===== src/srls_defs.vh =====
// srls_defs.vh: register map, fields and reset values of the latch input
// selection block; plain definitions, included by bare name
`ifndef SRLS_DEFS_VH
`define SRLS_DEFS_VH

// ---------------------------------------------------------------------
// register offsets
// ---------------------------------------------------------------------
`define SRLS_ADDR_W 2
`define SRLS_OFF_CTRL 2'h0
`define SRLS_OFF_ENA 2'h1
`define SRLS_OFF_STAT 2'h2

// ---------------------------------------------------------------------
// latch_control_main fields
// ---------------------------------------------------------------------
`define SRLS_CTRL_LEN 7
`define SRLS_CTRL_DIV_HI 6
`define SRLS_CTRL_DIV_LO 4
`define SRLS_CTRL_QEN 3
`define SRLS_CTRL_NQEN 2
`define SRLS_CTRL_PS 1
`define SRLS_CTRL_PR 0
`define SRLS_CTRL_RST 8'h00

// ---------------------------------------------------------------------
// latch_source_enables fields
// ---------------------------------------------------------------------
`define SRLS_EN_PIN_SET 7
`define SRLS_EN_CLK_SET 6
`define SRLS_EN_CMP2_SET 5
`define SRLS_EN_CMP1_SET 4
`define SRLS_EN_PIN_RST 3
`define SRLS_EN_CLK_RST 2
`define SRLS_EN_CMP2_RST 1
`define SRLS_EN_CMP1_RST 0
`define SRLS_ENA_RST 8'h00

// ---------------------------------------------------------------------
// divider
// ---------------------------------------------------------------------
`define SRLS_DIV_CNT_W 9

`endif


===== src/srls_divider.v =====
// srls_divider.v: periodic one-cycle pulse every 2^(code+2) cycles
// assumes: code from a register on the same clock
`timescale 1ns/1ps
`default_nettype none
`include "srls_defs.vh"
module srls_divider (
  input wire core_clk,
  input wire arst_n,
  input wire [2:0] div_code,
  output reg pulse
);
  reg [`SRLS_DIV_CNT_W-1:0] cnt_q;
  wire [`SRLS_DIV_CNT_W-1:0] last_w;
  // terminal count = 2^(code+2) - 1
  // four-bit shift amount so codes 6 and 7 do not wrap
  assign last_w = ({{(`SRLS_DIV_CNT_W-1){1'b0}}, 1'b1}
    << ({1'b0, div_code} + 4'h2))
    - {{(`SRLS_DIV_CNT_W-1){1'b0}}, 1'b1};
  always @(posedge core_clk or negedge arst_n) begin
    if (!arst_n) begin
      cnt_q <= {`SRLS_DIV_CNT_W{1'b0}};
      pulse <= 1'b0;
    end else begin
      if (cnt_q >= last_w) begin
        cnt_q <= {`SRLS_DIV_CNT_W{1'b0}};
        pulse <= 1'b1;
      end else begin
        cnt_q <= cnt_q + {{(`SRLS_DIV_CNT_W-1){1'b0}}, 1'b1};
        pulse <= 1'b0;
      end
    end
  end
endmodule
`default_nettype wire


===== src/srls_sync.v =====
// srls_sync.v: three-stage synchroniser with agreement filter
// assumes: input from outside the core_clk domain
`timescale 1ns/1ps
`default_nettype none
module srls_sync (
  input wire core_clk,
  input wire arst_n,
  input wire async_in,
  output reg sync_out
);
  reg s1_q;
  reg s2_q;
  reg s3_q;
  always @(posedge core_clk or negedge arst_n) begin
    if (!arst_n) begin
      s1_q <= 1'b0;
      s2_q <= 1'b0;
      s3_q <= 1'b0;
      sync_out <= 1'b0;
    end else begin
      s1_q <= async_in;
      s2_q <= s1_q;
      s3_q <= s2_q;
      // change counts once second and third agree
      if (s2_q == s3_q) begin
        sync_out <= s3_q;
      end
    end
  end
endmodule
`default_nettype wire


===== src/srls_top.v =====
// srls_top.v: set and reset source selection for the set/reset latch
// assumes: comparator outputs and latch pin are asynchronous levels;
// register port is a same-clock master with one-cycle strobes
//
// The register addresses and the address-and-strobe port were decided locally.
`timescale 1ns/1ps
`default_nettype none
`include "srls_defs.vh"
module srls_top (
  input wire core_clk,
  input wire arst_n,
  input wire [`SRLS_ADDR_W-1:0] reg_addr,
  input wire [7:0] reg_wdata,
  input wire reg_wr,
  input wire reg_rd,
  output reg [7:0] reg_rdata,
  input wire latch_input_pin,
  input wire comparator_one,
  input wire comparator_two,
  output reg latch_set,
  output reg latch_reset
);
  // -------------------------------------------------------------------
  // registers
  // -------------------------------------------------------------------
  reg [6:2] ctrl_q;
  reg [7:0] ena_q;
  reg soft_set_q;
  reg soft_rst_q;
  wire pin_s;
  wire cmp1_s;
  wire cmp2_s;
  wire divided_pulse_clock;
  reg set_d;
  reg rst_d;
  reg latch_enable_bit;

  always @(posedge core_clk or negedge arst_n) begin
    if (!arst_n) begin
      ctrl_q <= 5'h00;
      latch_enable_bit <= 1'b0;
      ena_q <= `SRLS_ENA_RST;
      soft_set_q <= 1'b0;
      soft_rst_q <= 1'b0;
    end else begin
      soft_set_q <= 1'b0;
      soft_rst_q <= 1'b0;
      if (reg_wr && reg_addr == `SRLS_OFF_CTRL) begin
        latch_enable_bit <= reg_wdata[`SRLS_CTRL_LEN];
        ctrl_q <= reg_wdata[6:2];
        soft_set_q <= reg_wdata[`SRLS_CTRL_PS];
        soft_rst_q <= reg_wdata[`SRLS_CTRL_PR];
      end
      if (reg_wr && reg_addr == `SRLS_OFF_ENA) begin
        ena_q <= reg_wdata;
      end
    end
  end

  // -------------------------------------------------------------------
  // read port
  // -------------------------------------------------------------------
  always @(posedge core_clk or negedge arst_n) begin
    if (!arst_n) begin
      reg_rdata <= 8'h00;
    end else if (reg_rd) begin
      case (reg_addr)
        `SRLS_OFF_CTRL: reg_rdata <= {latch_enable_bit, ctrl_q, 2'h0};
        `SRLS_OFF_ENA: reg_rdata <= ena_q;
        `SRLS_OFF_STAT: reg_rdata <= {3'h0, pin_s, cmp1_s, cmp2_s,
          latch_set, latch_reset};
        default: reg_rdata <= 8'h00;
      endcase
    end else begin
      reg_rdata <= 8'h00;
    end
  end

  // -------------------------------------------------------------------
  // input synchronisers and divider
  // -------------------------------------------------------------------
  srls_sync u_sync_pin (
    .core_clk(core_clk),
    .arst_n(arst_n),
    .async_in(latch_input_pin),
    .sync_out(pin_s)
  );
  srls_sync u_sync_c1 (
    .core_clk(core_clk),
    .arst_n(arst_n),
    .async_in(comparator_one),
    .sync_out(cmp1_s)
  );
  srls_sync u_sync_c2 (
    .core_clk(core_clk),
    .arst_n(arst_n),
    .async_in(comparator_two),
    .sync_out(cmp2_s)
  );
  srls_divider u_div (
    .core_clk(core_clk),
    .arst_n(arst_n),
    .div_code(ctrl_q[`SRLS_CTRL_DIV_HI:`SRLS_CTRL_DIV_LO]),
    .pulse(divided_pulse_clock)
  );

  // -------------------------------------------------------------------
  // source gating
  // -------------------------------------------------------------------
  always @* begin
    set_d = soft_set_q;
    set_d = set_d | (ena_q[`SRLS_EN_CLK_SET] & divided_pulse_clock);
    set_d = set_d | (ena_q[`SRLS_EN_CMP1_SET] & cmp1_s);
    set_d = set_d | (ena_q[`SRLS_EN_PIN_SET] & pin_s);
    set_d = set_d | (ena_q[`SRLS_EN_CMP2_SET] & cmp2_s);
    rst_d = soft_rst_q;
    rst_d = rst_d | (ena_q[`SRLS_EN_PIN_RST] & pin_s);
    rst_d = rst_d | (ena_q[`SRLS_EN_CLK_RST] & divided_pulse_clock);
    rst_d = rst_d | (ena_q[`SRLS_EN_CMP2_RST] & cmp2_s);
    rst_d = rst_d | (ena_q[`SRLS_EN_CMP1_RST] & cmp1_s);
  end

  always @(posedge core_clk or negedge arst_n) begin
    if (!arst_n) begin
      latch_set <= 1'b0;
      latch_reset <= 1'b0;
    end else begin
      latch_set <= set_d;
      latch_reset <= rst_d;
    end
  end
endmodule
`default_nettype wire


===== config.mk =====
export PLATFORM = sky130hd
export DESIGN_NAME = srls_top
export DESIGN_NICKNAME = d
export VERILOG_FILES = /design/src/srls_divider.v /design/src/srls_sync.v /design/src/srls_top.v
export VERILOG_INCLUDE_DIRS = /design/src
export SDC_FILE = /design/constraint.sdc
export NUM_CORES = 1
export LEC_CHECK = 0
export BUFFER_PORTS_ARGS = -buffer_cell sky130_fd_sc_hd__buf_2
export CAP_MARGIN = 20
export CORE_UTILIZATION = 35
export DETAILED_ROUTE_END_ITERATION = 7
export PLACE_DENSITY = 0.51
export SYNTH_ARGS = -nofsm -noshare
export SYNTH_HDL_FRONTEND = slang
export SYNTH_SLANG_ARGS = --single-unit

===== constraint.sdc =====
create_clock -name core_clk -period 4.88 [get_ports core_clk]
set_input_delay 0.244 -clock core_clk [delete_from_list [all_inputs] [get_ports core_clk]]
set_output_delay 0.244 -clock core_clk [all_outputs]
set_load 0.02 [all_outputs]

## After elaboration in Yosys (flattened, before gate mapping)

Index checks and enable logic that the tools add are counted.

| storage, ports and cells | value |
|---|---|
| bits of input ports | 17 |
| logic and storage cells | 57 |
| register bits after elaboration | 48 |
| output and inout port bits | 10 |

| cells by class | value |
|---|---|
| order comparisons | 1 |
| shift-type cells | 1 |
| eq/ne operators | 5 |
| bitwise operators | 16 |
| reductions and logical operators | 3 |
| add/subtract/negate cells | 3 |
| multiplexer cells | 6 |

Operator list:

| operator | count |
|---|---|
| 8-bit case mux with 3 select lines | 1 |
| 9-bit by 1-bit adder with 9-bit output (second input constant) | 1 |
| 9-bit greater-or-equal comparator | 1 |
| 9-bit two-way mux | 1 |
| 1-bit by 4-bit << shifter with 9-bit output (first input constant) | 1 |
| 9-bit by 1-bit subtractor with 9-bit output (second input constant) | 1 |
| 1-bit bitwise AND | 8 |
| 8-bit two-way mux | 1 |
| 1-bit bitwise OR | 8 |
| 3-bit by 2-bit adder with 4-bit output (second input constant) | 1 |
| 1-bit == test | 3 |
| 1-bit two-way mux | 3 |
| 2-bit by 1-bit == test with 1-bit output (second input constant) | 1 |
| 2-bit == test (second input constant) | 1 |
| 1-bit logical AND | 2 |
| 2-bit logical NOT | 1 |

## Logic depth before layout (Yosys ltp)

| logic depth | value |
|---|---|
| word-level depth | 5 |
| depth in mapped cells | 14 |
| gate-level depth less buffers | 12 |

## Modules after synthesis

A second synthesis with hierarchy kept.

| second synthesis, totals | value |
|---|---|
| cells, all modules | 179 |
| area, all modules | 2311.0 um^2 |

By module, submodules not included:

| module | sequential area each (um^2) | area an instance (um^2) | cells an instance | instances |
|---|---|---|---|---|
| srls_top | 650.6 | 1098.6 | 77 | 1 |
| srls_divider | 250.2 | 878.3 | 87 | 1 |
| srls_sync | 100.1 | 111.4 | 5 | 3 |

## Worst setup path before layout

OpenSTA, ideal clock, no wires.

| timing path | value |
|---|---|
| path type | reg2reg |
| from | register ctrl_q[5] (netlist bit) |
| to | register u_div.pulse |
| period minus slack after synthesis | 3.089 ns |
| arrival time | 2.965 ns |
| setup slack | 1.791 ns |
| data required time | 4.756 ns |
| setup time | 0.124 ns |
| path buffers | 2 |
| cell stages (with the launch flop) | 14 |
| cell sequence | dfrtp_1 > ha_1 > nor4b_4 > inv_1 > ha_1 > clkbuf_1 > nor3_1 > a21oi_1 > o31a_1 > ha_1 > and4_1 > and2_1 > buf_1 > or2_1 |

| between the ends | value |
|---|---|
| longest elaborated chain between the ends | 5 |

Ends and longest elaborated chain:

| item | line | RTL |
|---|---|---|
| from (decl) | srls_top.v:26 | `reg [6:2] ctrl_q;` |
| from (signal assigned) | srls_top.v:50 | `ctrl_q <= reg_wdata[6:2];` |
| 3-bit by 2-bit adder with 4-bit output | srls_divider.v:17 | `<< ({1'b0, div_code} + 4'h2))` |
| 1-bit by 4-bit << shifter with 9-bit output | srls_divider.v:16 | `` assign last_w = ({{(`SRLS_DIV_CNT_W-1){1'b0}}, 1'b1} `` |
| 9-bit by 1-bit subtractor with 9-bit output | srls_divider.v:16 |  |
| 9-bit greater-or-equal comparator | srls_divider.v:24 | `if (cnt_q >= last_w) begin` |
| 1-bit two-way mux | srls_divider.v:24 |  |
| to (signal assigned) | srls_divider.v:22 | `pulse <= 1'b0;` |
| to (signal assigned) | srls_divider.v:26 | `pulse <= 1'b1;` |
| to (signal assigned) | srls_divider.v:29 | `pulse <= 1'b0;` |
| to (decl) | srls_divider.v:10 | `output reg pulse` |

No other way between the ends.
A chain may end at the register's enable or synchronous reset.

## Worst setup path after layout

Same ends and word-level chain as after synthesis.

==> flow_summary_export.csv <==
group,metric,value,unit
global_routing,grt_usage,0.145,
global_routing,use_met2,0.229,
layout,nNetsFinal,239,
floorplanning,die_h,81.7,um
clock_tree,cts_tree,"built",
logic_synthesis,yosysTopAreaCellShare,0.540,
floorplanning,start_util,0.369,
global_routing,grt_max_degree,49,
floorplanning,boundaryPins,27,
logic_synthesis,syn_avg_cell_area,12.4,um^2
route,drtIter0Drc,48,
layout,fill_cells,582,
layout,register_area,1200,um^2
power_and_ir_drop,p_per_area,440,nW/um^2
route,vias,1476,
global_routing,grt_util_met3,0.0367,
route,ant_nets,0,
run_status,outcome,"finished, final reports clean",
floorplanning,core_area,6030,um^2
hold_path,hold_end,"u_sync_pin.s1_q",
logic_synthesis,synth_cells,180,
logic_synthesis,synth_warnings,0,
sta,finalSetupTns,0,ns
layout,post-route-util,0.421,
sta,worst_pin_slew,0.704,ns
sta,finalSetupViolCount,0,
worst_setup_path,reg2reg_to,"u_div.pulse",
sta,fmax,290,MHz
worst_setup_path,setup.worst_path.class,"register to register",
clock_tree,clockBufferDepth,2,
logic_synthesis,yosys-top-cells-area,"dfrtp_1, mux2_2, ha_1",
placement,port_buffers,26,
sta,slew_viol_final,0,
global_routing,antenna_found_initial,0,
floorplanning,dieArea,6680,um^2
worst_setup_path,worstPathCellList,"ha_1, nor4b_4, inv_1, ha_1, nor3_1, mux2_2, a22oi_1, ha_1, a21oi_1, o21ai_0, and2_1, or2_1",
global_routing,grt_pass1_vias,1437,
clock_tree,root_buffer,"clkbuf_8",
worst_setup_path,crit_path_max_fanout,11,
worst_setup_path,reg2reg_slack,1.43,ns
global_routing,grtUsageMet1,0.181,
global_routing,overflow,0,
route,avgRoutedWirePerCell,14.9,um
worst_setup_path,r2r_cells,12,
logic_synthesis,synth-seq-cells,48,
global_routing,grt_pass1_wl,7.06,mm
sta,rsz0062_at_grt,"no",
sta,finalCritPeriodShare,0.706,
layout,diodes,0,
clock_tree,clock_latency,0.30,ns
logic_synthesis,ys_seq_area_frac,0.540,
clock_tree,post_cts_buffers,0,
worst_setup_path,critPathMaxStageDelay,0.49,ns
power_and_ir_drop,vdd_drop_max,0.169,mV
hold_path,hold_class,"primary input to register",
worst_setup_path,rr_startpoint,"ctrl_q[5]",
hold_path,min_from,"latch_input_pin",
clock_tree,cts.sinks,48,
logic_synthesis,synth_area_leader_cell,"dfrtp_1",
layout,area_growth_syn_to_layout,13.9,%
worst_setup_path,path_common_cell,"ha_1",
global_routing,gr-max-usage-layer,"met2",
hold_path,min_path_cells,1,
clock_tree,htree_levels,2,
sta,timing.final.crit_period,3.45,ns
flow_run,max-cap-violations,0,
logic_synthesis,syn-num-nets,209,
layout,final_layout_size_suffix_gt1_frac,0.252,
route,dr.pass1.iters,6,
logic_synthesis,post_synth_num_cell_types,39,
layout,final_common_cell,"dfrtp_1",
clock_tree,clk_pin_slew_worst_paths,0.09,ns
worst_setup_path,end_kind,"register",
logic_synthesis,syn_area,2230,um^2
route,vias_per_cell,5.18,
worst_setup_path,start_kind,"register",
sta,fin_skew,0.00615,ns
floorplanning,die_w,81.7,um
sta,final_hold_viol_count,0,
route,drcViolationCount,0,
route,wl,4.26,mm
sta,slew_headroom,0.529,
worst_setup_path,worstPathArrival,3.63,ns
placement,gp_congestion,0.870,
clock_tree,numCtsBuffers,5,
power_and_ir_drop,p_leak,1.15,nW
placement,place_hpwl,3.14,mm
floorplanning,rows,28,
layout,multi_input_area,978,um^2
layout,final_cell_mix,"dfrtp_1, buf_2, mux2_2",
worst_setup_path,cp.required,5.07,ns
worst_setup_path,crit_slowest_cell,"dfrtp_1",
layout make-up:
class,instances,share of cell area
Clock buffer,6,0.0326
Clock inverter,1,0.00345
Inverter,3,0.00444
Multi-Input combinational cell,124,0.386
Sequential cell,48,0.474
Tap cell,75,0.0370
Timing Repair Buffer,28,0.0631
metrics by stage:
stage / instances / area, um^2 / hold slack, ns / setup slack [ns] / total power, mW
after global routing: 285 / 2540 / 0.0283 / 1.09 / 1.19
after CTS: 283 / 2510 / 0.0331 / 1.44 / 1.12
after floorplan: 180 / 2230 / -0.0516 / 1.79 / 0.781
after global placement: 276 / 2410 / 0.332 / 1.66 / 0.859
after detailed placement: 276 / 2410 / 0.336 / 1.45 / 0.877
final: 285 / 2540 / 0.0496 / 1.43 / 1.11
routing by layer:
metal	part of all wire	wire [um]
met5	0	0
met4	0.021	91
met3	0.048	205
met2	0.47	2020
met1	0.46	1940
cell families (layout without fill, tap and decap cells):
family	Yosys count	in the layout	synth area share
and+or+nand+nor	57	57	0.152
DFF	48	48	0.540
AOI/OAI and AO/OA	22	22	0.0675
muxes	22	22	0.108
adders and majority gates	15	15	0.0809
xor gates and xnor gates	8	8	0.0315
buffers and inverters	8	38	0.0208
cells in the mapped netlist:
library cell and number:
dfrtp_1 48, mux2_2 15, ha_1 12, nor3_1 11
nand2_1 10, nor2_1 7, a21oi_1 6, and2_1 6
mux2i_1 6, nand3_1 6, nor2b_1 6, o21ai_0 6
xnor2_1 6, a22oi_1 3, inv_1 3, maj3_1 3
a222oi_1 2, buf_6 2, xor2_1 2, a21o_1 1
a32oi_1 1, and3_1 1, and4_1 1, buf_1 1
buf_2 1, clkbuf_1 1, mux2_1 1, nand2b_1 1
nand3b_1 1, nand4_4 1, nor3b_1 1, nor3b_2 1
nor4_1 1, nor4b_4 1, o2111ai_2 1, o21a_1 1
o31a_1 1, or2_1 1, or2b_1 1
worst max-delay path, delay by kind of cell, from the launching register on:
family	cells	cell delay, ns
buffers and inverters	1	0.07
and+or+nand+nor	4	1.14
muxes	1	0.21
AOI/OAI and AO/OA	3	0.35
adders and majority gates	3	1.06
DFF	1	0.49
worst max path at each step:
| stage | depth (start not counted) | to | startpoint |
|---|---|---|---|
| final | 12 | u_div.pulse | ctrl_q[5] |
| after global routing | 12 | u_div.cnt_q[1] | ctrl_q[5] |
| after floorplan | 13 | u_div.pulse | ctrl_q[5] |
| after detailed placement | 12 | u_div.pulse | ctrl_q[5] |
| after global placement | 12 | u_div.pulse | ctrl_q[5] |
| after CTS | 12 | u_div.pulse | ctrl_q[5] |
power breakdown:
| group | internal, mW | total (mW) | switching [mW] | leakage, nW |
|---|---|---|---|---|
| sequential | 0.465 | 0.539 | 0.0735 | 0.593 |
| clock | 0.113 | 0.243 | 0.130 | 0.0473 |
| combinational | 0.157 | 0.333 | 0.176 | 0.514 |
| total | 0.735 | 1.11 | 0.380 | 1.15 |
timing repair:
item                                   4_1_cts  5_1_grt
setup endpoints to repair                    0        0
endpoints found under the hold margin        0        7
hold buffers                                 0        1
resized for setup                            0        0
flip-flops by register name, indices dropped and copies added (netlist names), 5 cells and up:
name and flops:
ena_q 8, ctrl_q 5, reg_rdata 8, u_div.cnt_q 9
(Power assumes the default switching activity.)
